[config.mk]
export PLATFORM = sky130hd
export DESIGN_NAME = reset_cause_recorder
export DESIGN_NICKNAME = d
export VERILOG_FILES = /design/src/rcr_pkg.sv /design/src/rcr_ifs.sv /design/src/cause_encoder.sv /design/src/reset_cause_recorder.sv /design/src/startup_timer.sv
export SDC_FILE = /design/constraint.sdc
export NUM_CORES = 1
export LEC_CHECK = 0
export BUFFER_PORTS_ARGS = -buffer_cell sky130_fd_sc_hd__buf_4
export CORE_UTILIZATION = 40
export DETAILED_ROUTE_END_ITERATION = 16
export MAX_ROUTING_LAYER = met4
export PLACE_DENSITY = 0.7
export SETUP_SLACK_MARGIN = 0.4
export SLEW_MARGIN = 25
export SYNTH_ARGS = -nofsm -noshare
export SYNTH_HDL_FRONTEND = slang
export SYNTH_SLANG_ARGS = --single-unit
[constraint.sdc]
create_clock -name clock -period 2.4 [get_ports clock]
set_input_delay 0.48 -clock clock [delete_from_list [all_inputs] [get_ports clock]]
set_output_delay 0.48 -clock clock [all_outputs]
set_load 0.005 [all_outputs]
[src/rcr_pkg.sv]
// shared constants, types and helpers for the reset cause recorder
package rcr_pkg;
   // register byte addresses
   localparam logic [7:0] ADDR_CPU_FLAGS = 8'h03;
   localparam logic [7:0] ADDR_RESET_CAUSE = 8'h8e;
   localparam logic [7:0] ADDR_IRQ_STATUS = 8'h90;
   localparam logic [7:0] ADDR_IRQ_CLEAR = 8'h91;
   localparam logic [7:0] ADDR_IRQ_ENABLE = 8'h92;
   // field positions in the core status register
   localparam int BIT_TIMEOUT = 4;
   localparam int BIT_POWERDOWN = 3;
   // field positions in the reset cause register
   localparam int BIT_POWERON = 1;
   localparam int BIT_BROWNOUT = 0;
   // values after power-on (unknown bits held at zero)
   localparam logic [7:0] CPU_FLAGS_POR = 8'h18;
   localparam logic [1:0] RESET_CAUSE_POR = 2'h0;
   // software writable bits of the core status register
   localparam logic [7:0] CPU_FLAGS_WMASK = 8'he7;
   // oscillator mode codes
   localparam logic [2:0] CRYSTAL_LOWPOWER_MODE = 3'h0;
   localparam logic [2:0] CRYSTAL_MID_MODE = 3'h1;
   localparam logic [2:0] CRYSTAL_FAST_MODE = 3'h2;
   localparam logic [2:0] EXTERNAL_CLOCK_MODE = 3'h3;
   localparam logic [2:0] INTERNAL_OSC_MODE = 3'h4;
   localparam logic [2:0] RC_OSC_MODE = 3'h5;
   // timing: block clock rate and start-up delays
   localparam int CLOCK_KHZ = 25000;
   localparam int PWRT_TIME_MS = 72;
   localparam int PWRT_CYCLES = PWRT_TIME_MS * CLOCK_KHZ;
   localparam int OST_PERIODS = 1024;
   localparam int OST_CYCLES = OST_PERIODS;
   // program counter
   localparam int PC_W = 13;
   localparam logic [12:0] PC_RESET = 13'h0000;
   localparam logic [12:0] PC_INT_VECTOR = 13'h0004;
   // interrupt status width, one bit per event kind
   localparam int IRQ_W = 7;
   // reset and wake-up events
   typedef enum logic [2:0] {
      EV_NONE = 3'h0,
      EV_POR = 3'h1,
      EV_BOD = 3'h2,
      EV_WDT_RST = 3'h3,
      EV_WDT_WAKE = 3'h4,
      EV_EXT_RESET_PIN_RUN = 3'h5,
      EV_EXT_RESET_PIN_SLEEP = 3'h6,
      EV_INT_WAKE = 3'h7
   } event_e;
   // start-up sequencer states
   typedef enum logic [2:0] {
      ST_WAIT = 3'b001,
      ST_PIN = 3'b010,
      ST_RUN = 3'b100
   } seq_e;
   // crystal modes get the oscillator start-up wait
   function automatic logic is_crystal(input logic [2:0] mode);
      is_crystal = (mode == CRYSTAL_LOWPOWER_MODE) ||
                   (mode == CRYSTAL_MID_MODE) ||
                   (mode == CRYSTAL_FAST_MODE);
   endfunction
   // start-up delay in clock cycles for one event
   function automatic logic [31:0] startup_delay(input logic [2:0] mode,
         input logic pwrt_off, input logic powerup, input logic wake,
         input int pwrt);
      int d;
      d = 0;
      if ((powerup || wake) && is_crystal(mode)) begin
         d = OST_CYCLES;
      end
      if (powerup && !pwrt_off) begin
         d = d + pwrt;
      end
      startup_delay = 32'(d);
   endfunction
endpackage

[src/rcr_ifs.sv]
// interfaces between the recorder core and its helpers
`timescale 1ns/100ps
// start-up timer handshake
interface tmr_if;
   logic start; // one-cycle load request
   logic [31:0] load; // cycles to wait
   logic busy; // count still running
   modport ctrl(output start, output load, input busy);
   modport timer(input start, input load, output busy);
endinterface

// flag encoder request and answer
interface cause_if import rcr_pkg::*; ();
   event_e evt; // event being applied
   logic [7:0] flags_q; // current core status
   logic [1:0] cause_q; // current reset cause
   logic [7:0] flags_d; // core status after event
   logic [1:0] cause_d; // reset cause after event
   modport core(output evt, output flags_q, output cause_q,
                input flags_d, input cause_d);
   modport enc(input evt, input flags_q, input cause_q,
               output flags_d, output cause_d);
endinterface

[src/cause_encoder.sv]
// maps an event onto the new status and reset cause flags
`timescale 1ns/100ps
module cause_encoder import rcr_pkg::*; (
   cause_if.enc c
);
   // one branch per event kind
   always_comb begin
      c.flags_d = c.flags_q;
      c.cause_d = c.cause_q;
      case (c.evt)
         // power-on: fixed pattern, power-on flag low
         EV_POR: begin
            c.flags_d = CPU_FLAGS_POR;
            c.cause_d = RESET_CAUSE_POR;
         end
         // brown-out: 0001 1uuu, cause reads 10
         EV_BOD: begin
            c.flags_d = {5'h03, c.flags_q[2:0]};
            c.cause_d = 2'h2;
         end
         // watchdog reset: timeout low, powerdown kept
         EV_WDT_RST: begin
            c.flags_d = {3'h0, 1'b0, c.flags_q[BIT_POWERDOWN],
                         c.flags_q[2:0]};
         end
         // watchdog wake: both low, banks kept
         EV_WDT_WAKE: begin
            c.flags_d = {c.flags_q[7:5], 2'h0, c.flags_q[2:0]};
         end
         // external reset while running: only banks cleared
         EV_EXT_RESET_PIN_RUN: begin
            c.flags_d = {3'h0, c.flags_q[4:0]};
         end
         // external reset in sleep: timeout high, powerdown low
         EV_EXT_RESET_PIN_SLEEP: begin
            c.flags_d = {3'h0, 2'h2, c.flags_q[2:0]};
         end
         // interrupt wake: timeout high, powerdown low
         EV_INT_WAKE: begin
            c.flags_d = {c.flags_q[7:5], 2'h2, c.flags_q[2:0]};
         end
         // no event: everything kept
         default: begin
            c.flags_d = c.flags_q;
            c.cause_d = c.cause_q;
         end
      endcase
   end
endmodule

[src/reset_cause_recorder.sv]
// reset cause flags, start-up delay sequencing and restart address
// Functional notes
// - cause register holds only brown-out and power-on bits
// - brown-out event clears brown-out flag to zero
// - brown-out flag meaningless when detection disabled
// - power-on clears power-on flag, brown-out sets it, others keep it
// - delay chosen by oscillator mode and timer
// - power-on and brown-out flag encodings fixed
// - watchdog and external reset flag effects
// - core status loads per reset kind
// - cause reads 0x, 10, otherwise kept
// - unimplemented bits read zero, writes ignored
// - resets restart at zero, wakes at next
// - interrupt wake with enable then vectors
// - pin release after expired delay runs immediately
`timescale 1ns/100ps
module reset_cause_recorder import rcr_pkg::*; #(
   parameter int PWRT_CYCLES_P = PWRT_CYCLES
) (
   input wire logic clock,
   input wire logic sys_rst,
   input wire logic [7:0] addr,
   input wire logic [7:0] wdata,
   input wire logic wr_en,
   input wire logic rd_en,
   output logic [7:0] rdata_ff,
   input wire logic ev_brownout,
   input wire logic ev_wdt_timeout,
   input wire logic ev_int_wake,
   input wire logic ext_reset_pin_n,
   input wire logic core_asleep,
   input wire logic brownout_detect_en,
   input wire logic powerup_timer_off,
   input wire logic [2:0] osc_mode,
   input wire logic global_int_en,
   input wire logic [12:0] pc_now,
   input wire logic instr_done,
   output logic core_hold_ff,
   output logic pc_load_ff,
   output logic [12:0] pc_value_ff,
   output logic irq_ff
);
   tmr_if tif(); // start-up timer link
   cause_if cif(); // flag encoder link

   logic por_pending_ff; // first cycle after reset is power-on
   logic pin_q_ff; // pin level one cycle ago
   logic [7:0] cpu_flags_ff; // core status register
   logic [1:0] reset_cause_ff; // reset cause flags
   logic [IRQ_W-1:0] irq_status_ff; // sticky event bits
   logic [IRQ_W-1:0] irq_en_ff; // interrupt enables
   logic vec_pending_ff; // vector due after next instruction
   seq_e state_ff; // start-up sequencer
   seq_e nxt_state; // next sequencer state
   event_e evt; // event applied this cycle
   logic ext_reset_pin_fall; // pin just asserted
   logic vec_take; // vector load this cycle
   logic is_wake; // event resumes from sleep
   logic [IRQ_W-1:0] irq_set; // one-hot event bit
   logic [IRQ_W-1:0] nxt_irq_status; // status after set and clear

   startup_timer u_timer (
      .clock(clock),
      .sys_rst(sys_rst),
      .t(tif.timer)
   );

   cause_encoder u_enc (
      .c(cif.enc)
   );

   // pin falling edge marks an external reset
   assign ext_reset_pin_fall = pin_q_ff && !ext_reset_pin_n;

   // event selection, brown-out ignored when detection off
   always_comb begin
      evt = EV_NONE;
      if (por_pending_ff) begin
         evt = EV_POR;
      end else if (ev_brownout && brownout_detect_en) begin
         evt = EV_BOD;
      end else if (ev_wdt_timeout) begin
         evt = core_asleep ? EV_WDT_WAKE : EV_WDT_RST;
      end else if (ext_reset_pin_fall) begin
         evt = core_asleep ? EV_EXT_RESET_PIN_SLEEP : EV_EXT_RESET_PIN_RUN;
      end else if (ev_int_wake && core_asleep) begin
         evt = EV_INT_WAKE;
      end
   end

   assign is_wake = (evt == EV_WDT_WAKE) || (evt == EV_INT_WAKE);

   // encoder inputs
   assign cif.evt = evt;
   assign cif.flags_q = cpu_flags_ff;
   assign cif.cause_q = reset_cause_ff;

   // delay load per mode and timer setting
   assign tif.start = (evt != EV_NONE);
   assign tif.load = startup_delay(osc_mode, powerup_timer_off,
                                   (evt == EV_POR) || (evt == EV_BOD),
                                   is_wake, PWRT_CYCLES_P);

   // power-on marker and pin history
   always_ff @(posedge clock) begin
      if (sys_rst) begin
         por_pending_ff <= 1'b1;
         pin_q_ff <= 1'b1;
      end else begin
         por_pending_ff <= 1'b0;
         pin_q_ff <= ext_reset_pin_n;
      end
   end

   // core status: event wins over a software write
   always_ff @(posedge clock) begin
      if (sys_rst) begin
         cpu_flags_ff <= CPU_FLAGS_POR;
      end else if (evt != EV_NONE) begin
         cpu_flags_ff <= cif.flags_d;
      end else if (wr_en && addr == ADDR_CPU_FLAGS) begin
         // timeout and powerdown stay hardware owned
         cpu_flags_ff <= (wdata & CPU_FLAGS_WMASK) |
                         (cpu_flags_ff & ~CPU_FLAGS_WMASK);
      end
   end

   // reset cause: two bits only, software may set them
   always_ff @(posedge clock) begin
      if (sys_rst) begin
         reset_cause_ff <= RESET_CAUSE_POR;
      end else if (evt != EV_NONE) begin
         reset_cause_ff <= cif.cause_d;
      end else if (wr_en && addr == ADDR_RESET_CAUSE) begin
         reset_cause_ff <= wdata[1:0];
      end
   end

   // sequencer next state
   always_comb begin
      nxt_state = state_ff;
      if (evt != EV_NONE) begin
         nxt_state = ST_WAIT;
      end else begin
         case (state_ff)
            // delay running, then check the pin
            ST_WAIT: begin
               if (!tif.busy) begin
                  nxt_state = ext_reset_pin_n ? ST_RUN : ST_PIN;
               end
            end
            // delay done, go as soon as pin releases
            ST_PIN: begin
               if (ext_reset_pin_n) begin
                  nxt_state = ST_RUN;
               end
            end
            // running until the next event or pin assertion
            ST_RUN: begin
               nxt_state = ST_RUN;
            end
            default: begin
               nxt_state = ST_WAIT;
            end
         endcase
      end
   end

   // sequencer state and hold output
   always_ff @(posedge clock) begin
      if (sys_rst) begin
         state_ff <= ST_WAIT;
         core_hold_ff <= 1'b1;
      end else begin
         state_ff <= nxt_state;
         core_hold_ff <= (nxt_state != ST_RUN);
      end
   end

   // vector after the instruction following an interrupt wake
   assign vec_take = vec_pending_ff && instr_done &&
                     (state_ff == ST_RUN) && (evt == EV_NONE);

   // vector pending flag
   always_ff @(posedge clock) begin
      if (sys_rst) begin
         vec_pending_ff <= 1'b0;
      end else if (evt == EV_INT_WAKE) begin
         vec_pending_ff <= global_int_en;
      end else if (evt != EV_NONE || vec_take) begin
         vec_pending_ff <= 1'b0;
      end
   end

   // restart address and its load strobe
   always_ff @(posedge clock) begin
      if (sys_rst) begin
         pc_value_ff <= PC_RESET;
         pc_load_ff <= 1'b0;
      end else begin
         pc_load_ff <= vec_take ||
                       (state_ff != ST_RUN && nxt_state == ST_RUN);
         if (is_wake) begin
            pc_value_ff <= 13'(pc_now + 13'h0001);
         end else if (evt != EV_NONE) begin
            pc_value_ff <= PC_RESET;
         end else if (vec_take) begin
            pc_value_ff <= PC_INT_VECTOR;
         end
      end
   end

   // sticky event bits, a new event wins over its clear
   always_comb begin
      irq_set = '0;
      if (evt != EV_NONE) begin
         irq_set[3'(evt - EV_POR)] = 1'b1;
      end
      nxt_irq_status = irq_status_ff;
      if (wr_en && addr == ADDR_IRQ_CLEAR) begin
         nxt_irq_status = irq_status_ff & ~wdata[IRQ_W-1:0];
      end
      nxt_irq_status = nxt_irq_status | irq_set;
   end

   // interrupt status, enable and output
   always_ff @(posedge clock) begin
      if (sys_rst) begin
         irq_status_ff <= '0;
         irq_en_ff <= '0;
         irq_ff <= 1'b0;
      end else begin
         irq_status_ff <= nxt_irq_status;
         if (wr_en && addr == ADDR_IRQ_ENABLE) begin
            irq_en_ff <= wdata[IRQ_W-1:0];
            irq_ff <= |(nxt_irq_status & wdata[IRQ_W-1:0]);
         end else begin
            irq_ff <= |(nxt_irq_status & irq_en_ff);
         end
      end
   end

   // read data, valid only the cycle after the strobe
   always_ff @(posedge clock) begin
      if (sys_rst) begin
         rdata_ff <= 8'h00;
      end else if (rd_en) begin
         case (addr)
            ADDR_CPU_FLAGS: rdata_ff <= cpu_flags_ff;
            ADDR_RESET_CAUSE: rdata_ff <= {6'h00, reset_cause_ff};
            ADDR_IRQ_STATUS: rdata_ff <= {1'b0, irq_status_ff};
            ADDR_IRQ_ENABLE: rdata_ff <= {1'b0, irq_en_ff};
            // clear register and unmapped addresses read zero
            default: rdata_ff <= 8'h00;
         endcase
      end else begin
         rdata_ff <= 8'h00;
      end
   end
endmodule

[src/startup_timer.sv]
// down counter that holds the core during start-up waits
`timescale 1ns/100ps
module startup_timer import rcr_pkg::*; (
   input wire logic clock,
   input wire logic sys_rst,
   tmr_if.timer t
);
   logic [31:0] count_ff; // cycles left

   // load on start, else count down to zero
   always_ff @(posedge clock) begin
      if (sys_rst) begin
         count_ff <= 32'h0000_0000;
      end else if (t.start) begin
         count_ff <= t.load;
      end else if (count_ff != 32'h0000_0000) begin
         count_ff <= count_ff - 32'h0000_0001;
      end
   end

   // busy while any cycle remains
   assign t.busy = (count_ff != 32'h0000_0000);
endmodule

==> results.md, run 1 <==
* Number of inserted diodes at 0
* Crit Path Class: register to register
* Die W at 107.4 um
* Hold Path Class: input port to register
* Share of cells above drive strength 1 at 31.74%
* Total Wirelength at ~13 mm
* Final net count at 695
* CTS Sinks at 86
* Root buffer cell: clkbuf_8
* CORE AREA at 10840 sq um
* Via density at 5.594
* Max Slew Vio Count at 0
* Synthesized net count at ~590
* Cells after Synth at 534
* Crit path setup slack, layout at 0.2335 ns
* EDFF count, synth at 0
* Pwr Total at 3.624 mW
* First-pass GRT wire length at slightly below 20 mm
* I/O Buffers at 68
* P_leak at 2.406 nW
* Starting Density at 41.02%
* Largest net degree at the start of global routing at 46
* Ranking of synthesized cells by area: dfxtp_1 (39%), nor2_1 (6.8%), xnor2_1 (5.3%), a21oi_1 (4.4%), nand2_1 (4.0%)
* Detail Placement HPWL at 8.808 mm
* DR WL/cell at 16.10 um
* Pre-antenna DRT Iters at 5
* Routed via count at 4414
* CTS Buf Count at 9
* Post-synth top cells: dfxtp_1 (86), nor2_1 (81), nand2_1 (47)
* Startpoint class of the critical path: register
* DRC at 0
* Seq cells post-synth at 86
* RSZ-0062 raised after global routing: true
* H-tree Lvls at 3
* Fillers at 946
* Chip height at 107.4 um
* Outcome: finished clean
* Async S/R FF share, synth at 0%
* Worst EP required at 2.63 ns
* Largest area contributor in the synthesized netlist: dfxtp_1
* Synthesized area at around 4400 sq um
* Final setup TNS at 0 ns
* Peak VDD IR at ~0.00031 V
* Relative slew slack at between 60% and 70%
* GRT Overall Usage at 22.55%
* Number of global-route vias before repair at 4125
* Finished Cell Area at 6023 sq um
* Die Area at 11540 sq um
* Multi-input logic area at 2910 sq um
* P&R area growth vs syn at 35.45%
* Clock skew at 0.01697 ns
* Row count at 38
* Clock-pin slew on the worst setup and hold paths at 0.08 ns
* YS warnings at 0
* Initial antenna violation count at 0
* Synthesized area per cell at around 8.3 sq um
* Max_cap viols at 0
* CTS tree: yes
* Total grt overflow at 0
* Routability cong. at 0.8800
* Fin crit period at 2.167 ns
* Post-CTS Hold Buffers at 0
* DRT antenna net count at 0
* Post-route clock period utilization at 90.27%
* Post-layout util at between 50% and 60%
* Initial DRC Count at 195
* Fin. Hold Viols at 0
* Post-synth top flop: dfxtp_1
* Post-synth top area share at 38.72%
* Endpoint class of the critical path: register
* Final non-filler cell total at between 700 and 800
* Placed Area at 5389 sq um
* Storage cell area at 1730 sq um
* CTS Buffer Depth at 2
* Max Fclk at 461.6 MHz
* Register area share after synthesis at about 39%
* Top-count cell post-synth: dfxtp_1
* Skew-Pair Late Insertion Delay at about 0.38 ns
* Pwr/cell area at 601.7 nW/um^2
* Pre-CTS WS at -0.1951 ns
* Least-Margin Pin Slew at roughly 0.49 ns
* Final setup viols at 0
* I/O pin count at 69
* Crit path max fanout at 7
* Crit path DAT at 2.39 ns
* Hold WS at a little under 0.4 ns
* Yosys cell types at 61
* Placed insts at between 700 and 800
[metal layers]
layer  GRT usage, %  wire [um]  up-vias
li1               -          -     2139
met4          12.52        360        0
met2          36.59       6218      140
met5              -          0        -
met3          4.237        664       32
met1          26.32       5457     2103
[placed cells by master, fill, tap and decap left out, types with 5 or more instances in the layout]
master    count
buf_4       114
dfxtp_1      79
nor2_1       78
nand2_1      45
a21oi_1      30
xnor2_1      27
a22oi_1      19
nand3_1      14
xor2_1       12
inv_1        11
and3_1       11
mux2i_1      11
nor3_1       10
clkbuf_8      9
nor2b_1       8
nand4_1       8
mux2_2        8
dfxtp_2       7
a21oi_2       6
o21ai_0       6
nand2b_1      5
nor4_4        5
and2_1        5
buf_6         5
[registers in the layout, indices dropped and copies added, names as in the netlist]
name              cells
u_timer.count_ff     32
pc_value_ff          13
cif.flags_q           8
rdata_ff              8
irq_en_ff             7
irq_status_ff         7
state_ff              3
cif.cause_q           2
core_hold_ff          1
irq_ff                1
pc_load_ff            1
pin_q_ff              1
por_pending_ff        1
vec_pending_ff        1
[power breakdown]
group	switching, mW	internal [mW]	total (mW)
registers	0.0621	1.48	1.54
clock network	0.551	0.383	0.935
logic	0.577	0.573	1.15
[critical path: stages, from the launching register on]
cell       delay (ns)
dfxtp_2          0.36
nand2b_4         0.07
a21oi_4          0.12
nand2b_4         0.15
nor2_4           0.04
ha_4             0.32
buf_6            0.12
mux2i_2          0.21
o32ai_2          0.12
a2111oi_4        0.22
and4_1           0.24
a211oi_1         0.05
[cell families after synthesis]
| group | count (synthesis) | synth area share (%) |
|---|---|---|
| adders and majority gates | 6 | 1.688 |
| and+or+nand+nor | 236 | 27.12 |
| DFF | 86 | 38.72 |
| AOI/OAI and AO/OA | 112 | 16.80 |
| xor gates and xnor gates | 39 | 7.682 |
| muxes | 20 | 4.727 |
| buffers and inverters | 35 | 3.264 |
[final cells by class]
class	count	share of cell area, %
Timing Repair Buffer	123	16.47
Sequential cell	86	28.73
Multi-Input combinational cell	413	48.32
Tap cell	140	2.908
Inverter	11	0.6855
Clock buffer	10	2.119
Clock inverter	6	0.7686
[path summary, 6_finish.rpt]
path         slack (ns)                     endpoint  cells past startpoint                   startpoint
max                0.23            irq_ff$_SDFF_PP0_                     11          pin_q_ff$_SDFF_PP1_
min reg2reg        0.44       rdata_ff[7]$_SDFF_PP0_                      2  cif.flags_q[7]$_SDFFE_PP0P_
max reg2reg        0.23            irq_ff$_SDFF_PP0_                     11          pin_q_ff$_SDFF_PP1_
min                0.38  cif.flags_q[7]$_SDFFE_PP0P_                      3                     wdata[7]
[repair_timing]
action | 4_1_cts | 5_1_grt
setup buffers | 8 | 11
pin swaps | 8 | 24
gates resized for setup | 24 | 42
cloned | 0 | 0
endpoints found under the setup margin | 40 | 35
(Power assumes the default switching activity.)
==> run 2: changes to the inputs <==
--- a/config.mk
+++ b/config.mk
@@ -5,12 +5,14 @@
 export SDC_FILE = /design/constraint.sdc
 export NUM_CORES = 1
 export LEC_CHECK = 0
+export ABC_AREA = 1
 export BUFFER_PORTS_ARGS = -buffer_cell sky130_fd_sc_hd__buf_4
 export CORE_UTILIZATION = 40
 export DETAILED_ROUTE_END_ITERATION = 16
 export MAX_ROUTING_LAYER = met4
 export PLACE_DENSITY = 0.7
 export SETUP_SLACK_MARGIN = 0.4
+export SKIP_LAST_GASP = 1
 export SLEW_MARGIN = 25
 export SYNTH_ARGS = -nofsm -noshare
 export SYNTH_HDL_FRONTEND = slang
==> results.md, run 2 <==
* Outcome: finished clean
* Skew-Pair Late Insertion Delay at roughly 0.34 ns
* Largest register by flop count: u_timer.count_ff
* Placed Area at 5553 sq um
* Relative slew slack at 74.52%
* Clock-pin slew on the worst setup and hold paths at ~0.060 ns
* Share of cells above drive strength 1 at 27.40%
* Startpoint class of the critical path: register
* CTS tree: yes
* RSZ-0062 raised after global routing: true
* Die W at 109.9 um
* R2r endpoint: irq_ff$_SDFF_PP0_
* Switch share at between 30% and 40%
* Hold Path Class: input port to register
* DRT antenna net count at 0
* Synthesized area per cell at 6.813 sq um
* Max Fclk at about 500 MHz
* Worst reg2reg path depth at 17
* Worst r2r src: pin_q_ff$_SDFF_PP1_
* P&R area growth vs syn at 32.83%
* Chip height at 109.9 um
* Most common cell after layout, fill and taps aside: nand2_1
* Via density at 5.190
* Crit path capture: irq_ff$_SDFF_PP0_
* P_sw at ~1.3 mW
* Fillers at 1068
* FF-to-FF setup slack at 0.38 ns
* H-tree Lvls at 3
* GRT Overall Usage at 22.72%
* Routed via count at 4853
* Finished Cell Area at a little over 6000 sq um
* Crit path DAT at 2.30 ns
* Number of global-route vias before repair at around 4600
* Power share of the clock group at 36.8%
* Pwr/cell area at roughly 670 nW/um^2
* P_leak at 2.809 nW
* Most frequent cells in the layout: nand2_1 (142), buf_4 (97), dfxtp_1 (85), nor2_1 (79), a21oi_1 (71)
* Crit Path Class: register to register
* EDFF count, synth at 0
* Largest area contributor in the synthesized netlist: dfxtp_1
* Max_cap viols at 0
* First-pass GRT wire length at approximately 21 mm
* CTS Sinks at 86
* Largest registers: u_timer.count_ff: 32 flops, pc_value_ff: 13 flops
* YS warnings at 0
* Pre-CTS WS at -0.02956 ns
* I/O Buffers at a little under 70
* Synthesized net count at ~730
* CORE AREA at between 10000 and 15000 sq um
* Initial antenna violation count at 0
* Post-synth top area share at 37.00%
* DRC at 0
* Die Area at 12070 sq um
* Post-synth top flop: dfxtp_1
* CTS Buf Count at 9
* Clock skew at slightly above 0.005 ns
* Largest net degree at the start of global routing at 30
* Synthesized area at about 4700 sq um
* Logic pwr share at 25.4%
* Max FFs per register at 32
* Pre-antenna DRT Iters at 5
* Fin crit period at 2.019 ns
* CTS Buffer Depth at 2
* Ranking of synthesized cells by area: dfxtp_1 (37%), nand2_1 (13%), a21oi_1 (8.0%), nor2_1 (6.9%), inv_1 (5.0%)
* DR WL/cell at 13.48 um
* Number of inserted diodes at 0
* Seq cells post-synth at 86
* Post-layout util at 54.36%
* Max Slew Vio Count at 0
* Register area share after synthesis at 37.00%
* Fin. Hold Viols at 0
* Final net count at approximately 840
* Peak VDD IR at about 0.0003 V
* Power Internal at approximately 2.9 mW
* I/O pin count at 69
* Final setup viols at 0
* Total grt overflow at 0
* Total Wirelength at 12.61 mm
* Routability cong. at 0.9358
* CP startpoint: pin_q_ff$_SDFF_PP1_
* Least-Margin Pin Slew at about 0.38 ns
* Row count at 39
* Post-synth top cells: nand2_1 (155), dfxtp_1 (86), nor2_1 (85)
* Post-route clock period utilization at a little over four fifths
* Pwr Total at 4.129 mW
* Sequential share of power at a little under two fifths
* Endpoint class of the critical path: register
* Initial DRC Count at 282
* Root buffer cell: clkbuf_16
* Starting Density at 40.93%
* Top-count cell post-synth: nand2_1
* Detail Placement HPWL at roughly 9.4 mm
* Crit path setup slack, layout at ~0.38 ns
* Crit path max fanout at 6
* Worst EP required at 2.68 ns
* Post-CTS Hold Buffers at 0
* Async S/R FF share, synth at 0%
* Cells after Synth at between 600 and 700
* Yosys cell types at 43
[run 2: per-layer routing]
layer  wire, um  vias up  part of all wire (%)  track usage, %
met5          0        -                     0               -
li1           -     2464                     -               -
met1       5781     2228                    46           29.08
met4        259        0                   2.1           8.571
met3        641       25                   5.1           3.320
met2       5923      136                    47           36.16
[run 2: how the worst min path moves through the flow]
stage / from / endpoint / slack (ns) / cells past startpoint
global route: ext_reset_pin_n / pin_q_ff$_SDFF_PP1_ / 0.39 / 3
detailed placement: cif.flags_q[3]$_SDFFE_PP1P_ / cif.flags_q[3]$_SDFFE_PP1P_ / 0.44 / 2
finish: ext_reset_pin_n / pin_q_ff$_SDFF_PP1_ / 0.38 / 3
floorplan: cif.flags_q[3]$_SDFFE_PP1P_ / cif.flags_q[3]$_SDFFE_PP1P_ / 0.42 / 2
CTS: ext_reset_pin_n / pin_q_ff$_SDFF_PP1_ / 0.37 / 3
global placement: cif.flags_q[3]$_SDFFE_PP1P_ / cif.flags_q[3]$_SDFFE_PP1P_ / 0.44 / 2
[run 2: what timing repair did]
item | CTS | global route
gates resized for setup | 8 | 39
buffers inserted | 1 | 17
pin swaps | 2 | 30
setup endpoints to repair | 34 | 54
[run 2: cell type report]
class	instances	area [sq um]	area share, %
inverters	79	340.3	5.506
clock buffers	11	242.7	3.927
well taps	143	178.9	2.895
clock inverters	5	82.58	1.336
flip-flops and latches	86	1723	27.87
repair buffers	104	810.8	13.12
multi-input cells	507	2803	45.34
[run 2: power by group through the flow]
stage	logic, mW	registers [mW]	clock network, mW
after floorplan	0.689	1.58	0
after detailed placement	0.938	1.59	0
final	1.05	1.56	1.52
after global routing	1.16	1.57	1.61
after CTS	0.955	1.56	1.55
after global placement	0.914	1.59	0
[run 2: kinds of logic after synthesis]
kind of cell,after synthesis,synth area share (%)
simple gates,360,37.21
compound gates,138,16.05
buf+inv,90,7.556
flops,86,37.00
fa+ha+maj,6,1.613
xor+xnor,3,0.5648
[run 2: through the flow]
| step | hold slack, ns | cells | TNS, ns |
|---|---|---|---|
| floorplan | 0.4191 | 683 | 0 |
| global placement | 0.4428 | 901 | -0.009640 |
| detailed placement | 0.4421 | 901 | -0.02956 |
| CTS | 0.3741 | 918 | 0 |
| global route | 0.3930 | 935 | 0 |
| finish | 0.3788 | 935 | 0 |
[run 2: critical path, cell delays in order, from the launching register on]
cell,delay (ns)
dfxtp_2,0.33
nand2_4,0.10
nand2_2,0.06
nand2_2,0.07
nand3_4,0.09
nand2_4,0.08
inv_4,0.05
nand2_4,0.06
inv_4,0.05
ha_4,0.26
inv_1,0.08
nand4_1,0.14
o21ai_2,0.21
buf_4,0.14
nand2_1,0.04
nand3_1,0.07
nor2_1,0.05
nor2_1,0.09
